File: config.mk
export PLATFORM = sky130hd
export DESIGN_NAME = transmit_rate_arbiter
export DESIGN_NICKNAME = d
export VERILOG_FILES = /design/src/rtl/onoff_cmd.v /design/src/rtl/down_counter.v /design/src/rtl/transmit_rate_arbiter.v
export VERILOG_INCLUDE_DIRS = /design/src /design/src/rtl
export SDC_FILE = /design/constraint.sdc
export NUM_CORES = 1
export LEC_CHECK = 0
export BUFFER_PORTS_ARGS = -buffer_cell sky130_fd_sc_hd__buf_2
export CAP_MARGIN = 20
export CORE_UTILIZATION = 55
export CTS_CLUSTER_SIZE = 28
export DETAILED_ROUTE_END_ITERATION = 8
export PLACE_DENSITY = 0.75
export SYNTH_ARGS = -nofsm -noshare
export SYNTH_HDL_FRONTEND = slang
export SYNTH_SLANG_ARGS = --single-unit
File: constraint.sdc
create_clock -name clk -period 6.75 [get_ports clk]
set_input_delay 0.675 -clock clk [delete_from_list [all_inputs] [get_ports clk]]
set_output_delay 0.675 -clock clk [all_outputs]
set_load 0.02 [all_outputs]
File: src/rtl/tx_arb_consts.vh
// register offsets, field positions and reset values of the transmit arbiter
`ifndef TX_ARB_CONSTS_VH
`define TX_ARB_CONSTS_VH
// ==========================================================================
// register byte offsets
`define TXA_OFS_IVL_RELOAD   5'h00
`define TXA_OFS_IVL_LIVE     5'h04
`define TXA_OFS_QUOTA_RELOAD 5'h08
`define TXA_OFS_QUOTA_LIVE   5'h0c
`define TXA_OFS_CTRL_STAT    5'h10
`define TXA_ADDR_W           3
`define TXA_IDX_IVL_RELOAD   3'h0
`define TXA_IDX_IVL_LIVE     3'h1
`define TXA_IDX_QUOTA_RELOAD 3'h2
`define TXA_IDX_QUOTA_LIVE   3'h3
`define TXA_IDX_CTRL_STAT    3'h4
// ==========================================================================
// control/status bit positions
`define TXA_BIT_PRIO_STAT    16
`define TXA_BIT_ITEST_ON     13
`define TXA_BIT_ITEST_OFF    12
`define TXA_BIT_ISTEP        11
`define TXA_BIT_QTEST_ON     10
`define TXA_BIT_QTEST_OFF    9
`define TXA_BIT_QSTEP        8
`define TXA_BIT_FSYNC_ON     7
`define TXA_BIT_FSYNC_OFF    6
`define TXA_BIT_ALLOC_ON     5
`define TXA_BIT_ALLOC_OFF    4
`define TXA_BIT_RATE_START   3
`define TXA_BIT_RATE_STOP    2
`define TXA_BIT_OPER_ON      1
`define TXA_BIT_OPER_OFF     0
// ==========================================================================
// reset values
`define TXA_CNT_W            24
`define TXA_RST_CNT          24'h000000
`define TXA_RST_RDATA        32'h00000000
`endif

File: src/rtl/onoff_cmd.v
// one exclusive on/off command pair with two-bit readback
`timescale 1ns/1ps
module onoff_cmd (
  input  wire       clk,
  input  wire       sys_rst,
  input  wire       cmdOn,
  input  wire       cmdOff,
  output wire       state,
  output wire [1:0] readBack
);
  reg stateQ;
  reg stateD;

  // ==========================================================================
  // command decode: both bits at once, or neither, changes nothing
  always @* begin
    stateD = stateQ;
    if (cmdOn && !cmdOff) begin
      stateD = 1'b1;
    end else if (cmdOff && !cmdOn) begin
      stateD = 1'b0;
    end
  end

  // reset to off for every pair in this block
  always @(posedge clk or posedge sys_rst) begin
    if (sys_rst) begin
      stateQ <= 1'b0;
    end else begin
      stateQ <= stateD;
    end
  end

  assign state    = stateQ;
  assign readBack = stateQ ? 2'h2 : 2'h1;
endmodule // onoff_cmd

File: src/rtl/down_counter.v
// loadable down counter with load and decrement inputs
`timescale 1ns/1ps
module down_counter #(
  parameter WIDTH = 24
) (
  input  wire             clk,
  input  wire             sys_rst,
  input  wire             load,
  input  wire [WIDTH-1:0] loadValue,
  input  wire             dec,
  output wire [WIDTH-1:0] count,
  output wire             isZero
);
  reg [WIDTH-1:0] countQ;

  // load wins over decrement; counter holds at zero rather than wrapping
  always @(posedge clk or posedge sys_rst) begin
    if (sys_rst) begin
      countQ <= {WIDTH{1'b0}};
    end else if (load) begin
      countQ <= loadValue;
    end else if (dec && (countQ != {WIDTH{1'b0}})) begin
      countQ <= countQ - {{(WIDTH-1){1'b0}}, 1'b1};
    end
  end

  assign count  = countQ;
  assign isZero = (countQ == {WIDTH{1'b0}});
endmodule // down_counter

File: src/rtl/transmit_rate_arbiter.v
// transmit rate arbiter between synchronous and asynchronous queues
`timescale 1ns/1ps
`include "tx_arb_consts.vh"

// Functional notes
// - a 24-bit interval reload value sets interval length in clocks
// - a 24-bit quota reload sets synchronous transfer cycles per interval
// - status bit 16 high when quota nonzero or forced sync priority on
// - forced sync priority gives sync queue top priority regardless
// - bit 5 enables, bit 4 disables free bandwidth sharing; reset disabled
// - bit 3 starts, bit 2 stops rate control; reset stopped
// - bit 1 on, bit 0 off; while off nothing is granted; reset off
// - each on/off pair reads back 0b10 when on, 0b01 when off
// - bit 13/12 interval test mode on/off; bit 11 steps timer down
// - bit 10/9 quota test mode on/off; bit 8 steps quota down
module transmit_rate_arbiter (
  input  wire        clk,
  input  wire        sys_rst,
  input  wire [4:0]  avsAddress,
  input  wire        avsRead,
  input  wire        avsWrite,
  input  wire [31:0] avsWriteData,
  input  wire [3:0]  avsByteEnable,
  output wire [31:0] avsReadData,
  output wire        avsWaitRequest,
  input  wire        syncReq,
  input  wire        asyncReq,
  input  wire        fifoReady,
  output wire        syncGrant,
  output wire        asyncGrant
);
  // ==========================================================================
  // registers and wires
  reg  [23:0] ivlReloadQ;
  reg  [23:0] quotaReloadQ;
  reg  [31:0] rdataQ;
  reg         ackQ;
  reg         syncGrantQ;
  reg         asyncGrantQ;
  reg         syncGrantD;
  reg         asyncGrantD;
  reg  [31:0] rdataD;
  wire [2:0]  regIdx;
  wire        wrAcc;
  wire        wrCtrl;
  wire        fullWord;
  wire [23:0] ivlCount;
  wire [23:0] quotaCount;
  wire        ivlZero;
  wire        quotaZero;
  wire        operOn;
  wire        rateOn;
  wire        allocOn;
  wire        fsyncOn;
  wire        itestOn;
  wire        qtestOn;
  wire [1:0]  operRb;
  wire [1:0]  rateRb;
  wire [1:0]  allocRb;
  wire [1:0]  fsyncRb;
  wire [1:0]  itestRb;
  wire [1:0]  qtestRb;
  wire        ivlExpire;
  wire        ivlLoad;
  wire        quotaLoad;
  wire        ivlDec;
  wire        quotaDec;
  wire        prioStat;

  // merge byte lanes of a write into the low 24 bits of an old value
  function [23:0] merge24;
    input [23:0] oldVal;
    input [31:0] newVal;
    input [3:0]  be;
    begin
      merge24 = oldVal;
      if (be[0]) merge24[7:0]   = newVal[7:0];
      if (be[1]) merge24[15:8]  = newVal[15:8];
      if (be[2]) merge24[23:16] = newVal[23:16];
    end
  endfunction

  // ==========================================================================
  // bus decode: one wait cycle, answer on the second cycle of a request
  assign regIdx         = avsAddress[4:2];
  assign wrAcc          = avsWrite && ackQ;
  assign avsWaitRequest = (avsRead || avsWrite) && !ackQ;
  assign avsReadData    = rdataQ;
  assign fullWord       = 1'b1;
  assign wrCtrl = wrAcc && (regIdx == `TXA_IDX_CTRL_STAT);

  // ack toggles high for one cycle after a request has waited once
  always @(posedge clk or posedge sys_rst) begin
    if (sys_rst) begin
      ackQ <= 1'b0;
    end else begin
      ackQ <= (avsRead || avsWrite) && !ackQ;
    end
  end

  // ==========================================================================
  // reload value registers
  always @(posedge clk or posedge sys_rst) begin
    if (sys_rst) begin
      ivlReloadQ   <= `TXA_RST_CNT;
      quotaReloadQ <= `TXA_RST_CNT;
    end else if (wrAcc) begin
      if (regIdx == `TXA_IDX_IVL_RELOAD) begin
        ivlReloadQ <= merge24(ivlReloadQ, avsWriteData, avsByteEnable);
      end
      if (regIdx == `TXA_IDX_QUOTA_RELOAD) begin
        quotaReloadQ <= merge24(quotaReloadQ, avsWriteData,
                                avsByteEnable);
      end
    end
  end

  // ==========================================================================
  // command pairs; a command bit counts only when its byte lane is enabled
  onoff_cmd uOper (
    .clk      (clk),
    .sys_rst  (sys_rst),
    .cmdOn    (wrCtrl && avsByteEnable[0] &&
               avsWriteData[`TXA_BIT_OPER_ON]),
    .cmdOff   (wrCtrl && avsByteEnable[0] &&
               avsWriteData[`TXA_BIT_OPER_OFF]),
    .state    (operOn),
    .readBack (operRb)
  );
  onoff_cmd uRate (
    .clk      (clk),
    .sys_rst  (sys_rst),
    .cmdOn    (wrCtrl && avsByteEnable[0] &&
               avsWriteData[`TXA_BIT_RATE_START]),
    .cmdOff   (wrCtrl && avsByteEnable[0] &&
               avsWriteData[`TXA_BIT_RATE_STOP]),
    .state    (rateOn),
    .readBack (rateRb)
  );
  onoff_cmd uAlloc (
    .clk      (clk),
    .sys_rst  (sys_rst),
    .cmdOn    (wrCtrl && avsByteEnable[0] &&
               avsWriteData[`TXA_BIT_ALLOC_ON]),
    .cmdOff   (wrCtrl && avsByteEnable[0] &&
               avsWriteData[`TXA_BIT_ALLOC_OFF]),
    .state    (allocOn),
    .readBack (allocRb)
  );
  onoff_cmd uFsync (
    .clk      (clk),
    .sys_rst  (sys_rst),
    .cmdOn    (wrCtrl && avsByteEnable[0] &&
               avsWriteData[`TXA_BIT_FSYNC_ON]),
    .cmdOff   (wrCtrl && avsByteEnable[0] &&
               avsWriteData[`TXA_BIT_FSYNC_OFF]),
    .state    (fsyncOn),
    .readBack (fsyncRb)
  );
  onoff_cmd uItest (
    .clk      (clk),
    .sys_rst  (sys_rst),
    .cmdOn    (wrCtrl && avsByteEnable[1] &&
               avsWriteData[`TXA_BIT_ITEST_ON]),
    .cmdOff   (wrCtrl && avsByteEnable[1] &&
               avsWriteData[`TXA_BIT_ITEST_OFF]),
    .state    (itestOn),
    .readBack (itestRb)
  );
  onoff_cmd uQtest (
    .clk      (clk),
    .sys_rst  (sys_rst),
    .cmdOn    (wrCtrl && avsByteEnable[1] &&
               avsWriteData[`TXA_BIT_QTEST_ON]),
    .cmdOff   (wrCtrl && avsByteEnable[1] &&
               avsWriteData[`TXA_BIT_QTEST_OFF]),
    .state    (qtestOn),
    .readBack (qtestRb)
  );

  // ==========================================================================
  // counter control; test mode freezes free running so steps are exact;
  // quota is charged on the grant decision, not the registered grant,
  // so a spent quota never lets one extra sync cycle through
  assign ivlExpire = rateOn && !itestOn && ivlZero;
  assign ivlLoad   = ivlExpire ||
                     (wrAcc && regIdx == `TXA_IDX_IVL_LIVE);
  assign quotaLoad = ivlExpire ||
                     (wrAcc && regIdx == `TXA_IDX_QUOTA_LIVE);
  assign ivlDec    = (rateOn && !itestOn) ||
                     (itestOn && wrCtrl && avsByteEnable[1] &&
                      avsWriteData[`TXA_BIT_ISTEP]);
  assign quotaDec  = (rateOn && !qtestOn && syncGrantD && !fsyncOn) ||
                     (qtestOn && wrCtrl && avsByteEnable[1] &&
                      avsWriteData[`TXA_BIT_QSTEP]);

  down_counter #(.WIDTH(`TXA_CNT_W)) uIvl (
    .clk       (clk),
    .sys_rst   (sys_rst),
    .load      (ivlLoad),
    .loadValue (ivlExpire ? ivlReloadQ : avsWriteData[23:0]),
    .dec       (ivlDec),
    .count     (ivlCount),
    .isZero    (ivlZero)
  );
  down_counter #(.WIDTH(`TXA_CNT_W)) uQuota (
    .clk       (clk),
    .sys_rst   (sys_rst),
    .load      (quotaLoad),
    .loadValue (ivlExpire ? quotaReloadQ : avsWriteData[23:0]),
    .dec       (quotaDec),
    .count     (quotaCount),
    .isZero    (quotaZero)
  );

  assign prioStat = !quotaZero || fsyncOn;

  // ==========================================================================
  // grant selection: sync first while it holds priority, else async;
  // with sharing enabled, idle bandwidth goes to whichever queue asks
  always @* begin
    syncGrantD  = 1'b0;
    asyncGrantD = 1'b0;
    if (operOn && fifoReady) begin
      if (fsyncOn) begin
        syncGrantD  = syncReq;
        asyncGrantD = !syncReq && asyncReq && allocOn;
      end else if (!rateOn) begin
        syncGrantD  = syncReq;
        asyncGrantD = !syncReq && asyncReq;
      end else if (!quotaZero && syncReq) begin
        syncGrantD  = 1'b1;
      end else if (asyncReq) begin
        asyncGrantD = 1'b1;
      end else if (allocOn) begin
        syncGrantD  = syncReq;
      end
    end
  end

  // grants are registered so they stand one clean cycle
  always @(posedge clk or posedge sys_rst) begin
    if (sys_rst) begin
      syncGrantQ  <= 1'b0;
      asyncGrantQ <= 1'b0;
    end else begin
      syncGrantQ  <= syncGrantD;
      asyncGrantQ <= asyncGrantD;
    end
  end

  assign syncGrant  = syncGrantQ;
  assign asyncGrant = asyncGrantQ;

  // ==========================================================================
  // read data mux; unmapped indices read zero
  always @* begin
    rdataD = `TXA_RST_RDATA;
    case (regIdx)
      `TXA_IDX_IVL_RELOAD:   rdataD[23:0] = ivlReloadQ;
      `TXA_IDX_IVL_LIVE:     rdataD[23:0] = ivlCount;
      `TXA_IDX_QUOTA_RELOAD: rdataD[23:0] = quotaReloadQ;
      `TXA_IDX_QUOTA_LIVE:   rdataD[23:0] = quotaCount;
      `TXA_IDX_CTRL_STAT: begin
        rdataD[`TXA_BIT_PRIO_STAT] = prioStat;
        rdataD[13:12] = itestRb;
        rdataD[10:9]  = qtestRb;
        rdataD[7:6]   = fsyncRb;
        rdataD[5:4]   = allocRb;
        rdataD[3:2]   = rateRb;
        rdataD[1:0]   = operRb;
      end
      default: rdataD = `TXA_RST_RDATA;
    endcase
  end

  // read data latched on the wait cycle, valid when waitrequest drops
  always @(posedge clk or posedge sys_rst) begin
    if (sys_rst) begin
      rdataQ <= `TXA_RST_RDATA;
    end else if (avsRead && !ackQ && fullWord) begin
      rdataQ <= rdataD;
    end
  end
endmodule // transmit_rate_arbiter

# Word-level counts from Yosys, hierarchy flattened
# Index checks and enable logic that the tools add are counted.
totals:
  register_bits: 129
  wordCells: 159
  input_bits: 48
classes:
  reduce_logical: 92
  n_eq_ne: 4
  mux: 43
  add_sub_neg: 2
op_table:
  columns: ["op", "n"]
  rows:
  - ["24-bit two-way mux", 6]
  - ["1-bit logical AND", 49]
  - ["24-bit logical NOT", 2]
  - ["24-bit nonzero test", 2]
  - ["24-bit by 1-bit subtractor with 24-bit output, second input constant", 2]
  - ["8-bit case mux with 5 select lines", 1]
  - ["7-bit case mux with 4 select lines", 1]
  - ["1-bit two-way mux", 23]
  - ["2-bit case mux with 5 select lines", 2]
  - ["1-bit logical NOT", 18]
  - ["3-bit AND reduction", 6]
  - ["2-bit nonzero test", 8]
  - ["2-bit two-way mux", 6]
  - ["1-bit case mux with 4 select lines", 2]
  - ["2-bit case mux with 4 select lines", 1]
  - ["3-bit by 2-bit equality test with 1-bit output, second input constant", 2]
  - ["1-bit logical OR", 6]
  - ["1-bit case mux with 5 select lines", 1]
  - ["3-bit by 1-bit equality test with 1-bit output, second input constant", 1]
  - ["3-bit equality test, second input constant", 1]
  - ["3-bit logical NOT", 1]

# Depth between registers and ports, before layout
# Gate-level depths: netlist of the first run.
logic_depth:
  ltp_word: 13
  depth_mapped: 11
  depth_no_buf: 8

# Cells and area by module
# From an unflattened synthesis of the first run, not the netlist that was laid out.
hier_totals:
  cells_unflattened: 788
  area_unflattened_um2: 7800.0
modules_own_cells:
  columns: ["module", "area_per_inst_um2", "instances", "cells_each", "seq_area_each_um2"]
  rows:
  - ["transmit_rate_arbiter", 4381.7, 1, 422, 1876.8]
  - ["down_counter", 1495.2, 2, 162, 600.6]
  - ["onoff_cmd", 71.3, 6, 7, 25.0]

# Worst setup path before layout of the first run
# Ideal clock, no wire load.
synth_timing:
  path_kind: "register to register"
  start: "reg uIvl.countQ[0] (netlist: uIvl.count[0])"
  end: "reg uIvl.countQ[15] (netlist: uIvl.count[15])"
  t_arrival_ps: 2357
  stages_incl_launch_ff: 11
  slack_ps: 4269
  required_time_ps: 6626
  path_buffers: 2
  setup_ps: 124
  synth_period_minus_slack_ps: 2481
  path_cell_list: "dfrtp_1 > inv_1 > ha_1 > or4b_1 > buf_2 > or3_4 > o21a_1 > buf_6 > a21oi_2 > a21oi_1 > a211o_1"
synth_between:
  elab_chain_len: 4
  elab_cells_between_ends: 10
synth_lines:
  columns: ["item", "line_no", "rtl"]
  rows:
  - ["start, declared", "down_counter.v:14", "reg [WIDTH-1:0] countQ;"]
  - ["start signal, assigned", "down_counter.v:19", "countQ <= {WIDTH{1'b0}};"]
  - ["start signal, assigned", "down_counter.v:21", "countQ <= loadValue;"]
  - ["start signal, assigned", "down_counter.v:23", "countQ <= countQ - {{(WIDTH-1){1'b0}}, 1'b1};"]
  - ["parallel branches: the longest is 4 deep, another holds 24-bit by 1-bit subtractor with 24-bit output", null, null]
# Parallel ways; which one is timed is not known. The select of a mux whose other input is x is not followed.
# A chain may end at the register's enable or synchronous reset.

# Final worst setup path of the first run
layout_timing:
  start: "reg uIvl.countQ[0] (netlist: uIvl.count[0])"
  end: "reg uQuota.countQ[22] (netlist: uQuota.count[22])"
layout_between:
  elab_chain_len: 4
  elab_cells_between_ends: 6
layout_lines:
  columns: ["item", "line_no", "rtl"]
  rows:
  - ["24-bit logical NOT *", "down_counter.v:28", "assign isZero = (countQ == {WIDTH{1'b0}});"]
  - ["1-bit logical AND *", "transmit_rate_arbiter.v:185", "assign ivlExpire = rateOn && !itestOn && ivlZero;"]
  - ["24-bit two-way mux or 1-bit logical OR (tied branches)", "transmit_rate_arbiter.v:210, transmit_rate_arbiter.v:188", null]
  - ["24-bit two-way mux or 2-bit nonzero test (tied branches)", null, null]
  - ["end signal, assigned", "down_counter.v:19", null]
  - ["end signal, assigned", "down_counter.v:21", null]
  - ["end signal, assigned", "down_counter.v:23", null]
  - ["end, declared", "down_counter.v:14", null]
# Mark *: on every way between the ends. The rest lies on a longest branch, timed or not.

==> run summary, run 1 <==
Post-synth EDFFs: 0
Maximum clock rate: 298 MHz
Worst Setup End Kind: flop
Mapped cell area: 7830 sq um
CTS clock-pin slew for the worst setup and hold paths: 0.05 ns
Initial antenna violation count: 0
Post-CTS Setup Repair Bufs: 0
Vias: 7,079
IO Port Bufs: 63
Clock Skew: 0.00687 ns
CTS Buffer Depth: 2
Final setup fails: 0
DRT Wirelength: 24,800 microns
Pwr/cell area: 288 nW/um^2
Setup TNS: 0 ns
HPWL after detailed placement: 17,500 microns
CTS Sinks: 129
Min-delay worst type: in2async
Req. time, crit path: 7.11 ns
Yosys top cell area share: 41.2%
Post-synthesis sequential area ratio: 41.2%
Max-Slew Margin vs Limit: 34.5%
Slew Viols, Final: 0
Io pins: 83
CP Launch Type: flop
Layout cells sized above 1: 21.6%
Worst slew pin tran: 0.979 ns
Yosys cell types: 72
Synth Instances: 806
Row cnt: 43
R2R Setup Slk: 3.40 ns
# hold bufs at CTS: 0
Worst-path fanout max: 15
GR Overflow Total: 0
Post-cts sizing count: 0
Met2 WL: 11,100 microns
Synth Register Bits: 129
Final ANT Viol Nets: 0
Drt wl/cell: 23.8 microns
Synth-to-Final Area Change: 12.3%
Routability cong.: 0.899
Clk_lat worst skew: 0.42 ns
DRC violations left: 0
DR top layer: met4
Largest cells by area after synthesis: dfrtp_1, mux2_2, nand2_1
Critical path data arrival time: 3.71 ns
Most common cell after layout, fill and taps aside: dfrtp_1
Leakage: 3.79 nW
Largest net degree at the start of global routing: 75
Met1 Wirelength: 10,600 microns
# diodes: 0
Total CTS buffers: 17
Die width: 121 microns
Period Utilization, post-route: 49.7%
Placed insts: 1,012
Pre-Repair DR Iteration Count: 5
Overall global routing resource usage: 35.1%
P_sw: 0.000772 W
Initial drt markers: 956
Die ar.: 14,700 sq um
Number of max-cap violations: 0
First-pass GRT wire length: 38,400 microns
Syn. warnings: 0
Combinational Power Share: 19.2%
Via-to-Cell Ratio: 6.81
Wire length on met3: 2580 microns
Final min period: 3.35 ns
Final hold vios: 0
Async SR Flop Fraction: 100%
Internal Power: 0.00176 W
Sequential power share: 43.2%
Commonest non-fill, non-tap cells in the layout: dfrtp_1, nand2_1, buf_2, mux2_2, nor2_1
CP Class: reg2reg
Cell accounting for the most synthesized area: dfrtp_1
Status: completed
Sw frac: 30.5%
Number of global-route vias before repair: 6,594
Syn Area/Cell: 9.71 sq um
Htree depth: 4
Core area: 13,900 sq um
Top FF cell, synth: dfrtp_1
RSZ-0062 raised after global routing: no
Initial core utilization: 56.4%
Root buffer cell: clkbuf_16
Layout net count: 908
Clk network pwr share: 37.6%
Layout Cells excl Fill: 1,040
Maximum VDD drop: 201 uV
CTS tree: built
Die Ht: 121 microns
==> path summary, 6_finish.rpt <==
check,startpoint,endpoint,depth (start not counted)
setup / recovery,uIvl.count[0],uQuota.count[22],9
hold / removal,sys_rst,avsReadData[6],2
setup reg to reg,uIvl.count[0],uQuota.count[22],9
hold reg to reg,avsReadData[20],avsReadData[20],2
max in group asynchronous,sys_rst,uIvl.count[22],3
min in group clk,avsReadData[20],avsReadData[20],2
==> critical path: stages, from the launching register on <==
cell	delay, ns
dfrtp_1	0.44
inv_1	0.12
ha_1	0.24
or4b_1	0.62
nor3_2	0.42
and3_1	0.65
buf_4	0.34
nand2_1	0.14
a31oi_1	0.18
o22a_1	0.15
==> power groups by stage <==
stage                     Combinational (W)  Clock (W)  Sequential [W]
after floorplan                    0.000343          0         0.00104
after global placement             0.000465          0         0.00108
after detailed placement           0.000477          0         0.00109
after CTS                          0.000481   0.000958         0.00108
after global routing               0.000527   0.000997         0.00111
final                              0.000486   0.000950         0.00109
==> synthesized netlist by cell type (all sizes together) (6+ instances only) <==
cell type  instances
nor2              38
o21ai             51
xnor2              9
nand3             35
mux4              10
nor3              29
nand4              8
mux2              55
inv               16
a21oi             31
and3               6
o211ai            11
nor4              27
nand2             86
ha                 9
o22a               9
or4                9
buf               24
dfrtp            129
nand2b            11
mux2i             29
clkbuf            28
a22oi              6
a22o              18
or3               10
and2              14
o22ai             17
a31oi             18
==> cell families after synthesis <==
kind of cell	synth area share, %
xor gates and xnor gates	1.34
DFF	41.2
buffers and inverters	4.17
AOI/OAI and AO/OA	17.2
other	0.0479
adders and majority gates	1.44
muxes	14.5
and+or+nand+nor	20.0
==> sequential cells by signal, indices dropped and copies added, names as in the netlist, 24 cells and up <==
name,cells
quotaReloadQ,24
uIvl.count,24
uQuota.count,24
ivlReloadQ,24
avsReadData,24
==> metal layers <==
metal | GRT usage (%) | vias up
met1 | 51.1 | 3477
met3 | 8.88 | 43
met2 | 51.5 | 438
met5 | 0 | -
met4 | 9.95 | 0
li1 | - | 3121
==> per-stage QoR <==
stage | util, % | cell area, sq um | total power [W] | setup WS [ns] | hold WS, ns
global route | 63.3 | 8790 | 0.00263 | 3.23 | 0.511
CTS | 63.3 | 8790 | 0.00252 | 3.47 | 0.478
detailed placement | 59.0 | 8200 | 0.00157 | 3.35 | 0.466
global placement | 59.0 | 8200 | 0.00155 | 3.30 | 0.458
finish | 63.3 | 8790 | 0.00253 | 3.40 | 0.473
floorplan | - | 7850 | 0.00139 | 2.63 | 0.465
==> cell type report <==
class | instances | area, sq um
clock buffers | 21 | 460
clock inverters | 7 | 135
flip-flops and latches | 129 | 3230
fillers | 1139 | 5090
multi-input cells | 616 | 4300
inverters | 16 | 62.6
repair buffers | 71 | 375
well taps | 180 | 225
(Power assumes the default switching activity.)
==> run 2: changes to the inputs <==
==> constraint.sdc (replaced) <==
create_clock -name clk -period 3.4 [get_ports clk]
set_input_delay 0.34 -clock clk [delete_from_list [all_inputs] [get_ports clk]]
set_output_delay 0.34 -clock clk [all_outputs]
set_load 0.02 [all_outputs]
==> run 2 against run 1 <==
- global-route usage grew 0.43 points
- setup slack lost 3.2 ns
- combinational power grew 100%
- critical endpoint is now uQuota.count[11]
- largest cell class unchanged
==> run summary, run 2 (synthesis results as in run 1) <==
Most common cell after layout, fill and taps aside: dfrtp_1 (unchanged)
Layout cells sized above 1: 22.9% (was 21.6%)
CTS tree: built (unchanged)
CP Launch Type: flop (unchanged)
Final hold vios: 0 (unchanged)
Clk network pwr share: 37.4% (was 37.6%)
Vias: 7,246 (was 7,079)
Internal Power: 0.00348 W (was 0.00176 W)
Initial core utilization: 56.4% (unchanged)
Post-CTS Setup Repair Bufs: 0 (unchanged)
Worst-path fanout max: 12 (was 15)
Final instance area: 8920 sq um (was 8790 sq um)
Total CTS buffers: 17 (unchanged)
CTS Buffer Depth: 2 (unchanged)
Row cnt: 43 (unchanged)
DRC violations left: 0 (unchanged)
Clock Skew: 0.0101 ns (was 0.00687 ns)
Drt wl/cell: 23.6 microns (was 23.8 microns)
Sw frac: 30.8% (was 30.5%)
CTS Sinks: 129 (unchanged)
Initial antenna violation count: 0 (unchanged)
Combinational Power Share: 19.4% (was 19.2%)
Root buffer cell: clkbuf_16 (unchanged)
Reg-to-reg startpoint: uIvl.count[1] (was uIvl.count[0])
Layout Cells excl Fill: 1,058 (was 1,040)
Number of max-cap violations: 0 (unchanged)
Final ANT Viol Nets: 0 (unchanged)
Worst slew pin tran: 0.836 ns (was 0.979 ns)
Final setup fails: 0 (unchanged)
DRT Wirelength: 24,900 microns (was 24,800 microns)
Final min period: 3.20 ns (was 3.35 ns)
Die Ht: 121 microns (unchanged)
R2R cell count: 8 (was 9)
Post-DP Area: 8320 sq um (was 8200 sq um)
Worst Setup SP: uIvl.count[1] (was uIvl.count[0])
Placed insts: 1,027 (was 1,012)
Period Utilization, post-route: 94.0% (was 49.7%)
Maximum VDD drop: 315 uV (was 201 uV)
Leakage: 3.86 nW (was 3.79 nW)
Commonest non-fill, non-tap cells in the layout: dfrtp_1, nand2_1, buf_2, mux2_2, nor2_1 (unchanged)
Via-to-Cell Ratio: 6.85 (was 6.81)
Htree depth: 4 (unchanged)
CP Class: reg2reg (unchanged)
Clk_lat worst skew: 0.43 ns (was 0.42 ns)
Slew Viols, Final: 0 (unchanged)
Req. time, crit path: 3.76 ns (was 7.11 ns)
Pwr/cell area: 564 nW/um^2 (was 288 nW/um^2)
Io pins: 83 (unchanged)
CTS clock-pin slew for the worst setup and hold paths: 0.06 ns (was 0.05 ns)
Critical path data arrival time: 3.56 ns (was 3.71 ns)
Overall global routing resource usage: 35.6% (was 35.1%)
Number of global-route vias before repair: 6,996 (was 6,594)
Maximum clock rate: 313 MHz (was 298 MHz)
Worst Setup End Kind: flop (unchanged)
Min-delay worst type: in2async (unchanged)
Core area: 13,900 sq um (unchanged)
P_sw: 0.00155 W (was 0.000772 W)
HPWL after detailed placement: 18,000 microns (was 17,500 microns)
Layout net count: 923 (was 908)
Status: completed (unchanged)
Max stage delay on crit path: 0.70 ns (was 0.65 ns)
Slowest CP cell: and3_1 (unchanged)
Initial drt markers: 859 (was 956)
Die ar.: 14,700 sq um (unchanged)
Largest net degree at the start of global routing: 96 (was 75)
Setup TNS: 0 ns (unchanged)
Crit path to: uQuota.count[11] (was uQuota.count[22])
# diodes: 0 (unchanged)
IO Port Bufs: 63 (unchanged)
First-pass GRT wire length: 39,200 microns (was 38,400 microns)
Sequential power share: 43.2% (about the same)
GR Overflow Total: 0 (unchanged)
Routability cong.: 0.951 (was 0.899)
R2R Setup Slk: 0.20 ns (was 3.40 ns)
Post-cts sizing count: 0 (unchanged)
Critical R2R Capture: uQuota.count[11] (was uQuota.count[22])
Pre-Repair DR Iteration Count: 5 (unchanged)
RSZ-0062 raised after global routing: no (unchanged)
Max-Slew Margin vs Limit: 44.1% (was 34.5%)
Synth-to-Final Area Change: 14.0% (was 12.3%)
Critical path cell sequence: inv_1 -> ha_1 -> or4b_1 -> nor3_2 -> and3_1 -> a211oi_1 -> a31oi_1 -> o221a_1 (was inv_1 -> ha_1 -> or4b_1 -> nor3_2 -> and3_1 -> buf_4 -> nand2_1 -> a31oi_1 -> o22a_1)
# hold bufs at CTS: 0 (unchanged)
Die width: 121 microns (unchanged)
[run 2: cell types whose count changed in the layout (fill, tap and decap cells not counted)]
cell,change
buf_12,+1
buf_4,+14
bufinv_16,-1
clkbuf_1,+3
clkbuf_8,+2
clkinv_2,-1
clkinvlp_4,+1
inv_4,-1
[run 2: stage by stage]
stage	total power [W]	setup slack [ns]	utilization, %	hold slack (ns)
floorplan	0.00275	0.919	-	0.465
global placement	0.00309	0.409	60.0	0.458
detailed placement	0.00313	0.345	60.0	0.470
CTS	0.00501	0.344	64.3	0.0946
global route	0.00522	0.173	64.3	0.128
finish	0.00503	0.204	64.3	0.0645
[run 2: worst min path at each step]
stage | from | endpoint | slack, ns | cells after the start
4_1_cts | sys_rst | syncGrant | 0.09 | 2
3_5_place_dp | avsReadData[23] | avsReadData[23] | 0.47 | 2
6_report | sys_rst | syncGrant | 0.06 | 2
5_1_grt | sys_rst | asyncGrant | 0.13 | 2
3_3_place_gp | avsReadData[16] | avsReadData[16] | 0.46 | 2
2_1_floorplan | ivlReloadQ[7] | uIvl.count[7] | 0.47 | 1
[run 2: layout make-up]
| class | instances | area [sq um] |
|---|---|---|
| Clock buffer | 26 | 499 |
| Fill cell | 1139 | 4960 |
| Clock inverter | 5 | 100 |
| Multi-Input combinational cell | 616 | 4300 |
| Timing Repair Buffer | 86 | 500 |
| Inverter | 16 | 63.8 |
| Tap cell | 180 | 225 |
| Sequential cell | 129 | 3230 |
[run 2: worst max-delay path, delay by kind of cell (launching register included)]
kind / cells / cell delay (ns)
AOI/OAI and AO/OA: 3 / 0.63
and+or+nand+nor: 3 / 1.72
DFF: 1 / 0.44
adders and majority gates: 1 / 0.24
buffers and inverters: 1 / 0.10
[run 2: routing by layer]
| layer | GRT usage, % | wire length (microns) |
|---|---|---|
| met1 | 50.1 | 10500 |
| met2 | 51.9 | 11200 |
| met3 | 8.46 | 2460 |
| met4 | 15.4 | 795 |
| met5 | 0 | 0 |
[run 2: power by group through the flow]
| stage | Combinational [W] | Sequential [W] | Clock [W] |
|---|---|---|---|
| floorplan | 0.000682 | 0.00207 | 0 |
| global placement | 0.000934 | 0.00216 | 0 |
| detailed placement | 0.000959 | 0.00217 | 0 |
| CTS | 0.000964 | 0.00215 | 0.00189 |
| global route | 0.00105 | 0.00220 | 0.00197 |
| finish | 0.000975 | 0.00217 | 0.00188 |
==> run 3: changes to the inputs <==
--- a/config.mk
+++ b/config.mk
@@ -6,6 +6,7 @@
 export SDC_FILE = /design/constraint.sdc
 export NUM_CORES = 1
 export LEC_CHECK = 0
+export ABC_AREA = 1
 export BUFFER_PORTS_ARGS = -buffer_cell sky130_fd_sc_hd__buf_2
 export CAP_MARGIN = 20
 export CORE_UTILIZATION = 55
==> run 3 against run 2 <==
- clock-buffer cell count decreased by 2
- combinational power increased by 110%
- wire length decreased by 4.7%
- die area increased by 2.8%
- critical path type unchanged
- sequential power increased by 16%
- total power increased by 23%
- clock power decreased by 12%
- register-to-register slack improved by 0.58 ns
- area after synthesis increased by 2.8%
- largest cell class unchanged
==> run summary, run 3 <==
Status: completed (unchanged)
Maximum VDD drop: 460 uV (was 315 uV)
Largest net degree at the start of global routing: 52 (was 96)
Post-synth EDFFs: 0 (unchanged)
Number of global-route vias before repair: 6,812 (was 6,996)
Req. time, crit path: 3.71 ns (was 3.76 ns)
Top FF cell, synth: dfrtp_1 (unchanged)
Cell accounting for the most synthesized area: dfrtp_1 (unchanged)
First-pass GRT wire length: 37,500 microns (was 39,200 microns)
Die Ht: 123 microns (was 121 microns)
Pwr/cell area: 687 nW/um^2 (was 564 nW/um^2)
Layout cells sized above 1: 11.3% (was 22.9%)
Initial core utilization: 57.1% (was 56.4%)
Min-delay worst type: in2async (unchanged)
Slew Viols, Final: 0 (unchanged)
Maximum clock rate: 382 MHz (was 313 MHz)
Io pins: 83 (unchanged)
Placed insts: 1,376 (was 1,027)
Final ANT Viol Nets: 0 (unchanged)
Row cnt: 43 (unchanged)
Die ar.: 15,100 sq um (was 14,700 sq um)
CTS Sinks: 129 (unchanged)
Leakage: 4.52 nW (was 3.86 nW)
Final setup fails: 0 (unchanged)
Core area: 14,100 sq um (was 13,900 sq um)
Syn. warnings: 0 (unchanged)
DRC violations left: 0 (unchanged)
Async SR Flop Fraction: 100% (unchanged)
Worst Setup End Kind: flop (unchanged)
# hold bufs at CTS: 0 (unchanged)
Die width: 123 microns (was 121 microns)
Largest cells by area after synthesis: dfrtp_1, nand2_1, nor2_1 (was dfrtp_1, mux2_2, nand2_1)
Root buffer cell: clkbuf_16 (unchanged)
Initial drt markers: 1,087 (was 859)
Initial antenna violation count: 0 (unchanged)
Yosys cell types: 36 (was 72)
RSZ-0062 raised after global routing: no (unchanged)
Fin util: 63.8% (was 64.3%)
Number of max-cap violations: 0 (unchanged)
GR Overflow Total: 0 (unchanged)
Synth-to-Final Area Change: 11.7% (was 14.0%)
Syn Area/Cell: 6.92 sq um (was 9.71 sq um)
IO Port Bufs: 63 (unchanged)
Critical path data arrival time: 2.93 ns (was 3.56 ns)
Final hold vios: 0 (unchanged)
Via-to-Cell Ratio: 5.58 (was 6.85)
Synth Instances: 1,163 (was 806)
Synth top cells by count: nand2_1, nor2_1, dfrtp_1 (was dfrtp_1, nand2_1, mux2_2)
CP Launch Type: flop (unchanged)
CTS tree: built (unchanged)
DRT Wirelength: 23,800 microns (was 24,900 microns)
CTS clock-pin slew for the worst setup and hold paths: 0.06 ns (about the same)
Total CTS buffers: 17 (unchanged)
HPWL after detailed placement: 17,500 microns (was 18,000 microns)
Pre-Repair DR Iteration Count: 5 (unchanged)
Routability cong.: 0.948 (was 0.951)
# diodes: 0 (unchanged)
Setup TNS: 0 ns (unchanged)
Max-Slew Margin vs Limit: 39.2% (was 44.1%)
Htree depth: 4 (unchanged)
Commonest non-fill, non-tap cells in the layout: nand2_1, nor2_1, dfrtp_1, o21ai_0, inv_1 (was dfrtp_1, nand2_1, buf_2, mux2_2, nor2_1)
Period Utilization, post-route: 77.0% (was 94.0%)
Layout Cells excl Fill: 1,406 (was 1,058)
Layout net count: 1,272 (was 923)
Synth Register Bits: 129 (unchanged)
Worst slew pin tran: 0.910 ns (was 0.836 ns)
Post-synthesis sequential area ratio: 40.1% (was 41.2%)
CP Class: reg2reg (unchanged)
Drt wl/cell: 16.9 microns (was 23.6 microns)
Most common cell after layout, fill and taps aside: nand2_1 (was dfrtp_1)
CTS Buffer Depth: 2 (unchanged)
Overall global routing resource usage: 33.5% (was 35.6%)
Clk_lat worst skew: 0.43 ns (about the same)
Vias: 7,847 (was 7,246)
Yosys top cell area share: 40.1% (was 41.2%)
Clock Skew: 0.00787 ns (was 0.0101 ns)
Post-CTS Setup Repair Bufs: 0 (unchanged)
Most frequent cell after synthesis: nand2_1 (was dfrtp_1)
Worst-path fanout max: 36 (was 12)
Post-cts sizing count: 0 (unchanged)
Mapped cell area: 8050 sq um (was 7830 sq um)
Final min period: 2.62 ns (was 3.20 ns)
-- run 3: cell count changes after synthesis, moves of 29 or more --
cell / previous run / this run
mux2i_1: 29 / 0
o21ai_0: 33 / 96
inv_1: 16 / 88
nand3_1: 35 / 85
nor2_1: 38 / 142
mux2_2: 55 / 10
nand2_1: 85 / 434
-- run 3: worst max-delay path: stages (launching register included) --
cell and delay [ns]:
dfrtp_1 0.39, inv_1 0.13, ha_1 0.29, nand2_2 0.12
nor2_4 0.21, nand3_4 0.13, nor2_8 0.28, nor2_4 0.17
nand2_4 0.35, inv_1 0.25, nand2_1 0.11, nand2_1 0.06
-- run 3: final cells by class --
cell class / instances / area (sq um)
fill: 1279 / 5100
multi-input combinational: 898 / 4210
sequential: 129 / 3230
clock buffer: 24 / 492
timing repair buffer: 76 / 450
inverter: 93 / 353
tap: 180 / 225
clock inverter: 6 / 32.5
-- run 3: kinds of logic (layout without fill, tap and decap cells) --
family | after synthesis | count (layout) | synth area share [%]
AOI/OAI and AO/OA | 141 | 141 | 9.78
xor gates and xnor gates | 33 | 33 | 3.59
adders and majority gates | 9 | 9 | 1.40
buffers and inverters | 143 | 199 | 7.90
DFF | 129 | 129 | 40.1
muxes | 10 | 10 | 1.40
other | 1 | 8 | 0.0466
and+or+nand+nor | 697 | 697 | 35.8
-- run 3: per-layer routing --
metal	track usage [%]	vias to the layer above	part of all wire, %
met5	0	-	0
met4	9.07	0	1.6
met3	10.2	27	11
met2	45.8	408	42
met1	50.7	3604	45
li1	-	3808	-
-- run 3: worst paths after layout --
kind | start | to | slack [ns] | cells after the start
setup / recovery | uIvl.count[1] | uIvl.count[20] | 0.78 | 11
hold / removal | sys_rst | avsReadData[9] | 0.09 | 2
setup reg to reg | uIvl.count[1] | uIvl.count[20] | 0.78 | 11
hold reg to reg | avsReadData[16] | avsReadData[16] | 0.50 | 2
max in group asynchronous | sys_rst | uIvl.count[15] | 2.55 | 3
min in group clk | asyncReq | asyncGrant | 0.15 | 3
-- run 3: stage by stage --
stage          hold WS, ns  cell area (sq um)  setup WS (ns)  power [W]
2_1_floorplan        0.453               8080           1.46    0.00390
4_1_cts              0.130               8990          0.787    0.00615
3_3_place_gp         0.472               8470          0.855    0.00444
5_1_grt              0.156               8990          0.582    0.00658
3_5_place_dp         0.490               8470          0.793    0.00449
6_report            0.0917               8990          0.781    0.00618
-- run 3: power by group --
group          switching, W  internal (W)  leakage (nW)
registers          0.000511       0.00200          1.62
clock network      0.000655      0.000992         0.261
logic               0.00129      0.000725          2.63
